===== src/rtl/bacls_pkg.sv =====
// Purpose: shared constants and types for the audio configuration and link status bank
// Assumes: 25 MHz core clock, 8-bit register port
// Notes:   offsets are byte addresses on the plain register port
package bacls_pkg;

    localparam int          BACLS_CLK_MHZ       = 25;
    localparam int          BACLS_AW            = 8;
    localparam int          BACLS_DW            = 8;

    // register map
    localparam logic [7:0]  BACLS_AUDIO_CFG_ADR = 8'h55;
    localparam logic [7:0]  BACLS_BRIDGE_ADR    = 8'h56;
    localparam logic [7:0]  BACLS_STATUS_ADR    = 8'h5a;
    localparam logic [7:0]  BACLS_FDET_ADR      = 8'h5c;
    localparam logic [7:0]  BACLS_INT_STS_ADR   = 8'h60;
    localparam logic [7:0]  BACLS_INT_MSK_ADR   = 8'h61;

    // reset values and the audio config write mask
    localparam logic [7:0]  BACLS_AUDIO_CFG_RST = 8'h0c;
    localparam logic [7:0]  BACLS_AUDIO_CFG_WM  = 8'hcf;
    localparam logic [7:0]  BACLS_FDET_RST      = 8'h02;
    localparam logic [7:0]  BACLS_ZERO8         = 8'h00;

    // audio configuration bit positions
    localparam int          BACLS_AC_TDM_PAR    = 7;
    localparam int          BACLS_AC_I2S_OUT    = 6;
    localparam int          BACLS_AC_CLR_TYPE   = 3;
    localparam int          BACLS_AC_CLR_AIF    = 2;
    localparam int          BACLS_AC_CLR_AVI    = 1;
    localparam int          BACLS_AC_CLR_ACR    = 0;

    // bridge config: audio source select
    localparam int          BACLS_BR_AUD_SRC    = 1;

    // frequency detect register fields
    localparam int          BACLS_FD_THR_LO     = 3;
    localparam int          BACLS_FD_THR_HI     = 4;

    // status bit positions
    localparam int          BACLS_ST_LINK_RDY   = 7;
    localparam int          BACLS_ST_TX_ACT     = 6;
    localparam int          BACLS_ST_PORT_HI    = 5;
    localparam int          BACLS_ST_PORT_LO    = 4;
    localparam int          BACLS_ST_SYM_VALID  = 3;
    localparam int          BACLS_ST_PLL_LOCK   = 2;
    localparam int          BACLS_ST_NO_CLK     = 1;
    localparam int          BACLS_ST_FREQ_STB   = 0;

    // interrupt event bits
    localparam int          BACLS_EV_FIFO_CLR   = 0;
    localparam int          BACLS_EV_LINK_CHG   = 1;
    localparam int          BACLS_EV_STABLE     = 2;
    localparam int          BACLS_EV_NO_CLK     = 3;
    localparam int          BACLS_NEV           = 4;

    // stability windows, in microseconds, and the cycle counts derived
    localparam int          BACLS_STB_T0_US     = 40;
    localparam int          BACLS_STB_T1_US     = 80;
    localparam int          BACLS_STB_T2_US     = 320;
    localparam int          BACLS_STB_T3_US     = 1280;
    localparam int          BACLS_STB_C0        = BACLS_STB_T0_US * BACLS_CLK_MHZ;
    localparam int          BACLS_STB_C1        = BACLS_STB_T1_US * BACLS_CLK_MHZ;
    localparam int          BACLS_STB_C2        = BACLS_STB_T2_US * BACLS_CLK_MHZ;
    localparam int          BACLS_STB_C3        = BACLS_STB_T3_US * BACLS_CLK_MHZ;
    localparam int          BACLS_CNT_W         = 16;

    localparam logic [1:0]  BACLS_PORT_DUAL     = 2'h0;

    typedef enum logic [2:0] {
        BACLS_FD_IDLE   = 3'b001,
        BACLS_FD_WAIT   = 3'b010,
        BACLS_FD_STABLE = 3'b100
    } bacls_fd_state_t;

endpackage : bacls_pkg


===== src/rtl/bacls_fdet_if.sv =====
// Purpose: carrier between the bank and its frequency stability timer
// Assumes: single core clock
// Notes:   window counts are sized by the bank
`timescale 1ns/1ps
`default_nettype none
interface bacls_fdet_if;
    import bacls_pkg::*;
    logic                   in_range;
    logic                   clk_present;
    logic [BACLS_CNT_W-1:0] window;
    logic                   stable;

    modport bank  (output in_range, output clk_present, output window, input stable);
    modport timer (input in_range, input clk_present, input window, output stable);
endinterface : bacls_fdet_if
`default_nettype wire


===== src/rtl/bacls_bank.sv =====
// Purpose: audio configuration and link/input status registers of the bridge
// Assumes: one 25 MHz core clock; all status inputs synchronous to it
// Notes:   read data valid in the cycle after the read strobe only
//
// Function
// - audio config bit 7 enables the tdm-to-parallel converter and selects its clock for downstream audio.
// - audio config bit 6 drives received hdmi audio to the serial audio pins only while hdmi audio is the source.
// - audio config bit 3 clears the audio fifo when the incoming audio type changes.
// - audio config bit 2 clears the audio fifo when the audio infoframe checksum changes.
// - audio config bit 1 clears the audio fifo when the video information infoframe checksum changes.
// - audio config bit 0 clears the audio fifo when the clock regeneration n or cts value changes.
// - status bit 7 shows the downstream link is connected and its capabilities are known.
// - status bit 6 sets only with valid input, correct mode, transmitter active and far receiver locked.
// - status bits 5:4 report the port mode while bit 6 is set.
// - status bit 3 shows the receiver is recovering valid symbols.
// - status bit 2 shows the input pll is locked.
// - status bit 1 shows no input clock above the low-frequency limit.
// - status bit 0 shows the input frequency is stable.
// - audio source select chooses hdmi audio when clear and local serial audio when set.
// - the clock counts as stable only after staying in range for 40us, 80us, 320us or 1.28ms.
`timescale 1ns/1ps
`default_nettype none
module bacls_bank
    import bacls_pkg::*;
#(
    parameter int ACR_W  = 40,
    parameter int TYPE_W = 4,
    parameter int STB_C0 = BACLS_STB_C0,
    parameter int STB_C1 = BACLS_STB_C1,
    parameter int STB_C2 = BACLS_STB_C2,
    parameter int STB_C3 = BACLS_STB_C3
) (
    // clock, reset, enable
    input  wire logic                i_core_clk,
    input  wire logic                i_resetn,
    input  wire logic                i_ce,
    // register port
    input  wire logic [BACLS_AW-1:0] i_addr,
    input  wire logic [BACLS_DW-1:0] i_wdata,
    input  wire logic                i_wr,
    input  wire logic                i_rd,
    output logic      [BACLS_DW-1:0] o_rdata,
    // audio stream observations
    input  wire logic [TYPE_W-1:0]   i_audio_type,
    input  wire logic [7:0]          i_audio_frame_sum,
    input  wire logic [7:0]          i_video_frame_sum,
    input  wire logic [ACR_W-1:0]    i_clock_regen,
    input  wire logic                i_stream_valid,
    // link and input status sources
    input  wire logic                i_downstream_link_ready,
    input  wire logic                i_input_detected,
    input  wire logic                i_mode_settled,
    input  wire logic                i_transmitter_running,
    input  wire logic                i_far_receiver_locked,
    input  wire logic [1:0]          i_port_mode,
    input  wire logic                i_input_symbols_valid,
    input  wire logic                i_input_pll_locked,
    input  wire logic                i_clk_above_low_limit,
    input  wire logic                i_freq_in_hysteresis,
    // audio path control
    output logic                     o_tdm_converter_en,
    output logic                     o_use_converter_clk,
    output logic                     o_serial_audio_out_en,
    output logic                     o_local_audio_sel,
    output logic                     o_audio_fifo_clear,
    // interrupt
    output logic                     o_irq
);
    typedef struct packed {
        logic [7:0]           audio_cfg;
        logic [7:0]           bridge_cfg;
        logic [7:0]           fdet_cfg;
        logic [7:0]           status;
        logic [BACLS_NEV-1:0] int_sts;
        logic [BACLS_NEV-1:0] int_msk;
        logic [7:0]           rdata;
        logic                 tdm_en;
        logic                 conv_clk;
        logic                 i2s_out;
        logic                 local_sel;
        logic                 fifo_clr;
        logic                 irq;
    } bacls_bank_t;

    bacls_bank_t s_r;
    bacls_bank_t s_nxt;

    logic chg_type;
    logic chg_aif;
    logic chg_avi;
    logic chg_acr;

    bacls_fdet_if fd ();

    bacls_evt_detect #(.W(TYPE_W)) u_type (
        .i_core_clk (i_core_clk),
        .i_resetn   (i_resetn),
        .i_ce       (i_ce),
        .i_value    (i_audio_type),
        .i_valid    (i_stream_valid),
        .o_changed  (chg_type)
    );
    bacls_evt_detect #(.W(8)) u_aif (
        .i_core_clk (i_core_clk),
        .i_resetn   (i_resetn),
        .i_ce       (i_ce),
        .i_value    (i_audio_frame_sum),
        .i_valid    (i_stream_valid),
        .o_changed  (chg_aif)
    );
    bacls_evt_detect #(.W(8)) u_avi (
        .i_core_clk (i_core_clk),
        .i_resetn   (i_resetn),
        .i_ce       (i_ce),
        .i_value    (i_video_frame_sum),
        .i_valid    (i_stream_valid),
        .o_changed  (chg_avi)
    );
    bacls_evt_detect #(.W(ACR_W)) u_acr (
        .i_core_clk (i_core_clk),
        .i_resetn   (i_resetn),
        .i_ce       (i_ce),
        .i_value    (i_clock_regen),
        .i_valid    (i_stream_valid),
        .o_changed  (chg_acr)
    );

    bacls_stab_timer u_stab (
        .i_core_clk (i_core_clk),
        .i_resetn   (i_resetn),
        .i_ce       (i_ce),
        .fd         (fd.timer)
    );

    // window count from the threshold select; a count, so cut to the counter width
    function automatic logic [BACLS_CNT_W-1:0] window_of(input logic [1:0] sel);
        case (sel)
            2'h0:    window_of = BACLS_CNT_W'(STB_C0);
            2'h1:    window_of = BACLS_CNT_W'(STB_C1);
            2'h2:    window_of = BACLS_CNT_W'(STB_C2);
            default: window_of = BACLS_CNT_W'(STB_C3);
        endcase
    endfunction : window_of

    // write-one-to-clear with set winning over clear
    function automatic logic [BACLS_NEV-1:0] w1c(input logic [BACLS_NEV-1:0] cur,
                                                 input logic [BACLS_NEV-1:0] set,
                                                 input logic [BACLS_NEV-1:0] clr);
        w1c = (cur & ~clr) | set;
    endfunction : w1c

    assign fd.in_range    = i_freq_in_hysteresis;
    assign fd.clk_present = i_clk_above_low_limit;
    assign fd.window      = window_of(s_r.fdet_cfg[BACLS_FD_THR_HI:BACLS_FD_THR_LO]);

    logic                 tx_ok;
    logic [7:0]           st_new;
    logic                 wr_sts;
    logic [BACLS_NEV-1:0] ev;
    logic [BACLS_NEV-1:0] clr;

    always_comb begin
        s_nxt = s_r;

        // live status, sampled each cycle
        tx_ok = i_input_detected && i_mode_settled && i_transmitter_running
                && i_far_receiver_locked;
        st_new                     = BACLS_ZERO8;
        st_new[BACLS_ST_LINK_RDY]  = i_downstream_link_ready;
        st_new[BACLS_ST_TX_ACT]    = tx_ok;
        // port field only meaningful with the transmitter up; reads dual otherwise
        st_new[BACLS_ST_PORT_HI:BACLS_ST_PORT_LO] = tx_ok ? i_port_mode : BACLS_PORT_DUAL;
        st_new[BACLS_ST_SYM_VALID] = i_input_symbols_valid;
        st_new[BACLS_ST_PLL_LOCK]  = i_input_pll_locked;
        st_new[BACLS_ST_NO_CLK]    = !i_clk_above_low_limit;
        st_new[BACLS_ST_FREQ_STB]  = fd.stable;
        s_nxt.status = st_new;

        // register writes; the status address is read-only
        if (i_wr) begin
            case (i_addr)
                BACLS_AUDIO_CFG_ADR: s_nxt.audio_cfg  = i_wdata & BACLS_AUDIO_CFG_WM;
                BACLS_BRIDGE_ADR:    s_nxt.bridge_cfg = i_wdata;
                BACLS_FDET_ADR:      s_nxt.fdet_cfg   = i_wdata;
                BACLS_INT_MSK_ADR:   s_nxt.int_msk    = i_wdata[BACLS_NEV-1:0];
                default:             s_nxt.audio_cfg  = s_r.audio_cfg;
            endcase
        end

        // audio path steering
        s_nxt.tdm_en    = s_nxt.audio_cfg[BACLS_AC_TDM_PAR];
        s_nxt.conv_clk  = s_nxt.audio_cfg[BACLS_AC_TDM_PAR];
        s_nxt.local_sel = s_nxt.bridge_cfg[BACLS_BR_AUD_SRC];
        s_nxt.i2s_out   = s_nxt.audio_cfg[BACLS_AC_I2S_OUT]
                          && !s_nxt.bridge_cfg[BACLS_BR_AUD_SRC];

        // fifo clear on any enabled stream change
        s_nxt.fifo_clr = (s_r.audio_cfg[BACLS_AC_CLR_TYPE] && chg_type)
                      || (s_r.audio_cfg[BACLS_AC_CLR_AIF]  && chg_aif)
                      || (s_r.audio_cfg[BACLS_AC_CLR_AVI]  && chg_avi)
                      || (s_r.audio_cfg[BACLS_AC_CLR_ACR]  && chg_acr);

        // interrupt events
        ev                    = '0;
        ev[BACLS_EV_FIFO_CLR] = s_nxt.fifo_clr;
        ev[BACLS_EV_LINK_CHG] = st_new[BACLS_ST_TX_ACT] != s_r.status[BACLS_ST_TX_ACT];
        ev[BACLS_EV_STABLE]   = st_new[BACLS_ST_FREQ_STB] && !s_r.status[BACLS_ST_FREQ_STB];
        ev[BACLS_EV_NO_CLK]   = st_new[BACLS_ST_NO_CLK] && !s_r.status[BACLS_ST_NO_CLK];
        wr_sts = i_wr && (i_addr == BACLS_INT_STS_ADR);
        clr    = wr_sts ? i_wdata[BACLS_NEV-1:0] : '0;
        s_nxt.int_sts = w1c(s_r.int_sts, ev, clr);
        s_nxt.irq     = |(s_nxt.int_sts & s_nxt.int_msk);

        // read data stands for the one cycle after the strobe
        s_nxt.rdata = BACLS_ZERO8;
        if (i_rd) begin
            case (i_addr)
                BACLS_AUDIO_CFG_ADR: s_nxt.rdata = s_r.audio_cfg;
                BACLS_BRIDGE_ADR:    s_nxt.rdata = s_r.bridge_cfg;
                BACLS_STATUS_ADR:    s_nxt.rdata = s_r.status;
                BACLS_FDET_ADR:      s_nxt.rdata = s_r.fdet_cfg;
                BACLS_INT_STS_ADR:   s_nxt.rdata = {{(8-BACLS_NEV){1'b0}}, s_r.int_sts};
                BACLS_INT_MSK_ADR:   s_nxt.rdata = {{(8-BACLS_NEV){1'b0}}, s_r.int_msk};
                default:             s_nxt.rdata = BACLS_ZERO8;
            endcase
        end
    end

    always_ff @(posedge i_core_clk or negedge i_resetn) begin
        if (!i_resetn) begin
            s_r            <= '0;
            s_r.audio_cfg  <= BACLS_AUDIO_CFG_RST;
            s_r.fdet_cfg   <= BACLS_FDET_RST;
            s_r.status     <= BACLS_ZERO8;
        end else if (i_ce) begin
            s_r <= s_nxt;
        end
    end

    assign o_rdata               = s_r.rdata;
    assign o_tdm_converter_en    = s_r.tdm_en;
    assign o_use_converter_clk   = s_r.conv_clk;
    assign o_serial_audio_out_en = s_r.i2s_out;
    assign o_local_audio_sel     = s_r.local_sel;
    assign o_audio_fifo_clear    = s_r.fifo_clr;
    assign o_irq                 = s_r.irq;
endmodule : bacls_bank
`default_nettype wire


===== src/rtl/bacls_evt_detect.sv =====
// Purpose: flags a change of a watched stream value as a one-cycle pulse
// Assumes: value is synchronous to the core clock
// Notes:   the first valid sample after reset only primes the history
`timescale 1ns/1ps
`default_nettype none
module bacls_evt_detect
    import bacls_pkg::*;
#(
    parameter int W = 8
) (
    // clock and reset
    input  wire logic         i_core_clk,
    input  wire logic         i_resetn,
    input  wire logic         i_ce,
    // watched value
    input  wire logic [W-1:0] i_value,
    input  wire logic         i_valid,
    output logic              o_changed
);
    typedef struct packed {
        logic [W-1:0] last;
        logic         primed;
        logic         chg;
    } bacls_ev_t;

    bacls_ev_t s_r;
    bacls_ev_t s_nxt;

    always_comb begin
        s_nxt     = s_r;
        s_nxt.chg = 1'b0;
        if (i_valid) begin
            s_nxt.last   = i_value;
            s_nxt.primed = 1'b1;
            s_nxt.chg    = s_r.primed && (i_value != s_r.last);
        end
    end

    always_ff @(posedge i_core_clk or negedge i_resetn) begin
        if (!i_resetn) begin
            s_r <= '0;
        end else if (i_ce) begin
            s_r <= s_nxt;
        end
    end

    assign o_changed = s_r.chg;
endmodule : bacls_evt_detect
`default_nettype wire


===== src/rtl/bacls_stab_timer.sv =====
// Purpose: declares the input clock stable after it stays in range for a window
// Assumes: in_range and clk_present are synchronous to the core clock
// Notes:   any excursion restarts the window
`timescale 1ns/1ps
`default_nettype none
module bacls_stab_timer
    import bacls_pkg::*;
(
    // clock and reset
    input  wire logic  i_core_clk,
    input  wire logic  i_resetn,
    input  wire logic  i_ce,
    // measurement side
    bacls_fdet_if.timer fd
);
    typedef struct packed {
        bacls_fd_state_t        st;
        logic [BACLS_CNT_W-1:0] cnt;
    } bacls_tm_t;

    bacls_tm_t s_r;
    bacls_tm_t s_nxt;

    always_comb begin
        s_nxt = s_r;
        if (!fd.clk_present || !fd.in_range) begin
            s_nxt.st  = BACLS_FD_IDLE;
            s_nxt.cnt = '0;
        end else begin
            case (s_r.st)
                BACLS_FD_IDLE: begin
                    s_nxt.st  = BACLS_FD_WAIT;
                    s_nxt.cnt = 16'h0001;
                end
                BACLS_FD_WAIT: begin
                    // stable only after the full selected window in range
                    if (s_r.cnt >= fd.window) begin
                        s_nxt.st = BACLS_FD_STABLE;
                    end else begin
                        s_nxt.cnt = s_r.cnt + 16'h0001;
                    end
                end
                BACLS_FD_STABLE: s_nxt = s_r;
                default: begin
                    s_nxt.st  = BACLS_FD_IDLE;
                    s_nxt.cnt = '0;
                end
            endcase
        end
    end

    always_ff @(posedge i_core_clk or negedge i_resetn) begin
        if (!i_resetn) begin
            s_r.st  <= BACLS_FD_IDLE;
            s_r.cnt <= '0;
        end else if (i_ce) begin
            s_r <= s_nxt;
        end
    end

    assign fd.stable = (s_r.st == BACLS_FD_STABLE);
endmodule : bacls_stab_timer
`default_nettype wire


===== config.mk =====
export PLATFORM = sky130hd
export DESIGN_NAME = bacls_bank
export DESIGN_NICKNAME = d
export VERILOG_FILES = /design/src/rtl/bacls_pkg.sv /design/src/rtl/bacls_fdet_if.sv /design/src/rtl/bacls_bank.sv /design/src/rtl/bacls_evt_detect.sv /design/src/rtl/bacls_stab_timer.sv
export SDC_FILE = /design/constraint.sdc
export NUM_CORES = 1
export LEC_CHECK = 0
export BUFFER_PORTS_ARGS = -buffer_cell sky130_fd_sc_hd__clkbuf_2
export CAP_MARGIN = 40
export CELL_PAD_IN_SITES_DETAIL_PLACEMENT = 0
export CELL_PAD_IN_SITES_GLOBAL_PLACEMENT = 1
export CORE_MARGIN = 3
export CORE_UTILIZATION = 41
export DETAILED_ROUTE_END_ITERATION = 6
export PLACE_DENSITY_LB_ADDON = 0.1
export RECOVER_POWER = 25
export REMOVE_ABC_BUFFERS = 1
export SYNTH_ARGS = -nofsm -noshare
export SYNTH_HDL_FRONTEND = slang
export SYNTH_SLANG_ARGS = --single-unit

===== constraint.sdc =====
create_clock -name i_core_clk -period 2.49 [get_ports i_core_clk]
set_input_delay 0.747 -clock i_core_clk [delete_from_list [all_inputs] [get_ports i_core_clk]]
set_output_delay 0.747 -clock i_core_clk [all_outputs]
set_load 0.02 [all_outputs]

==> run_results.csv <==
group,metric,value,unit
synthesis,synth_common_cells,"dfrtp_1 (129), mux2_2 (65), xor2_1 (51)",
worst_setup_path,crit_family,"compound AO/OA/AOI/OAI gates",
cells_and_area,fillers,1485,
route,wl_per_cell,16.6,µm
floorplanning,fp.coreArea,16900,µm²
synthesis,synth_ff_type,"dfrtp_1",
timing,worst_slew_pin_slew,1.09,ns
cells_and_area,regArea,3340,µm²
cells_and_area,drive_above_1_share,35.3,%
worst_setup_path,required,2.85,ns
clocking,post_cts_buffers,0,
synthesis,synth.distinct_cells,76,
global_routing,grt_max_degree,62,
worst_setup_path,crit_chain,"nand2_2, ha_1, nand2_1, or4_4, o22ai_2, a21boi_2, buf_12, o41ai_4, a32o_1",
worst_hold_path,hold_path.class,"flop to flop",
global_routing,grt_usage,17.2,%
synthesis,synthArstFlopShare,100,%
power,p_leak,0.00405,µW
clocking,tritoncts,"done",
floorplanning,die_area,19100,µm²
cells_and_area,n_antenna_cell,0,
worst_setup_path,critPathKind,"flop to flop",
synthesis,synth_edf_count,0,
clocking,clock_latency,0.42,ns
route,met1_length,7390,µm
synthesis,yosys_warnings,0,
route,route.met2.wl,7740,µm
global_routing,grt_pass1_vias,5388,
synthesis,avgSynthCellArea,11.3,µm²
synthesis,yosysTopAreaCell,"dfrtp_1",
clocking,cts_buffer_depth,2,
cells_and_area,area_growth,19.9,%
synthesis,yosys-top-cells-area,"dfrtp_1 (45%), mux2_2 (10%), xor2_1 (6.2%), mux2_1 (3.9%), nand2_1 (2.3%)",
route,dr_wl_met3,899,µm
placement,place_hpwl,12100,µm
cells_and_area,multi_input_area,3580,µm²
route,highest_layer,"met4",
floorplanning,die_width,138,µm
global_routing,grt_pass1_wl,27200,µm
route,drtPass1Iterations,4,
synthesis,ys_seq_area_share,46.5,%
timing,maxSlewHeadroom,27.2,%
synthesis,yosysMostFrequentCell,"dfrtp_1",
floorplanning,ios,107,
timing,drv_slew,0,
cells_and_area,final_util,50.9,%
clocking,root_buffer,"clkbuf_16",
timing,min_period,2.39,ns
worst_setup_path,cpPeakStageDelay,0.51,ns
placement,gp_congestion,0.819,
timing,min_period_over_period,95.9,%
run,drv_cap,0,
worst_setup_path,start_kind,"flop",
clocking,cts_inserted_buffers,17,
route,num_vias,5216,
floorplanning,num_rows,47,
worst_setup_path,cp_max_fo,19,
clocking,htreeDepth,4,
clocking,postCtsHoldBufs,0,
cells_and_area,fin_cells,980,
synthesis,syn_area,7170,µm²
route,antenna_left,0,
route,drtIter0Drc,269,
clocking,cts_sinks,133,
route,vias_per_cell,5.32,
global_routing,grt_antenna_before_repair,0,
clocking,cts_resized,0,
timing,finalWorstSetupSlack,0.101,ns
placement,placed_cell_area,8030,µm²
power,p_per_area,647,nW/µm²
cells_and_area,postLayoutCellArea,8600,µm²
run_status,status,"finished, final reports clean",
synthesis,yosysTopAreaCellShare,45.0,%
synthesis,postSynthCellCount,632,
placement,place_ws,0.0420,ns
placement,place_inst,948,
clocking,path_clk_slew,0.07,ns
placement,port_buffers,106,
worst_setup_path,endpoint_kind,"flop",
power,irDropWorstVdd,0.493,mV
floorplanning,initial_core_util,42.5,%
timing,fmax,419,MHz
route,drc,0,
route,routed_wl,16200,µm
timing,hold_viol,0,
timing,setup_viol,0,
worst_setup_path,cp_slowest_cell,"or4_4",
global_routing,grt.overflow.total,0,
synthesis,ys_ff_latch,133,
floorplanning,die_h,138,µm
timing,fin_skew,0.0133,ns
worst_setup_path,crit_arrival,2.75,ns
cells_and_area,fin_nets,849,
worst_setup_path,worst-path-buf-inv,1,
-- cells by family (layout without fill, tap and decap cells) --
group | Yosys count | in the layout | share of synthesized area [%]
simple gates | 172 | 172 | 13.2
flops | 133 | 133 | 46.5
compound gates | 108 | 108 | 12.2
mux | 95 | 95 | 14.8
xor+xnor | 64 | 64 | 7.82
buf+inv | 51 | 179 | 3.91
fa+ha+maj | 9 | 9 | 1.57
-- cells in the final DEF, fill, tap and decap left out, types with 4 or more instances in the layout --
master     count
dfrtp_1      127
a22oi_1       13
mux2i_1        5
inv_1          9
a31o_1         6
mux2_2        65
nand3_1       14
xnor2_1       13
a22o_1         9
dfstp_2        4
o21ai_0        8
a211oi_1       6
and3_1        14
xor2_1        51
nand2_1       42
o2bb2ai_1     11
inv_6          6
inv_8          4
ha_1           8
nor2_1        32
a211o_1        4
buf_4         28
nor4_1        13
nor2b_1        8
nand4_1       14
a21oi_1       12
clkbuf_2     106
nand2_2        4
clkbuf_16     17
mux2_1        25
-- flip-flops by register name, summed over array words and instances, names as in the netlist, 4 cells and up --
name        flops
u_aif.s_r       8
s_r            38
u_acr.s_r      41
u_stab.s_r     19
u_type.s_r      4
u_avi.s_r       8
o_rdata         8
-- per-stage QoR --
step | TNS, ns | total power, µW | hold WS [ns]
after global routing | -0.0387 | 5830 | 0.509
after detailed placement | 0 | 3230 | 0.476
after floorplan | -5.68 | 2930 | 0.451
after global placement | 0 | 3190 | 0.469
final | 0 | 5560 | 0.487
after CTS | 0 | 5650 | 0.247
-- cell type report --
class                      instances  area share [%]
timing repair buffer             138            9.40
clock buffer                      17            4.95
sequential                       133            38.8
tap                              220            3.20
multi-input combinational        448            41.7
clock inverter                    15            1.59
inverter                           9           0.393
-- report_power, final --
part	leakage, µW	internal, µW	switching, µW
Clock	0.000277	1320	1070
Combinational	0.00211	360	315
Sequential	0.00166	2360	134
-- path summary, 6_finish.rpt --
kind	cells after the start	end	start	slack, ns
max	9	u_stab.s_r[1]	s_r[34]	0.10
min	1	s_r[30]	s_r[30]	0.49
max reg2reg	9	u_stab.s_r[1]	s_r[34]	0.10
min reg2reg	1	s_r[30]	s_r[30]	0.49
max in group asynchronous	2	u_avi.s_r[3]	i_resetn	0.66
min in group asynchronous	1	o_rdata[6]	i_resetn	0.52
-- routing by layer --
layer  track usage (%)  vias up
met3              5.35       13
met5                 0        -
li1                  -     2557
met1              22.8     2536
met4              4.32        0
met2              27.8      110
Note: power is estimated with default switching activity, not from simulation.
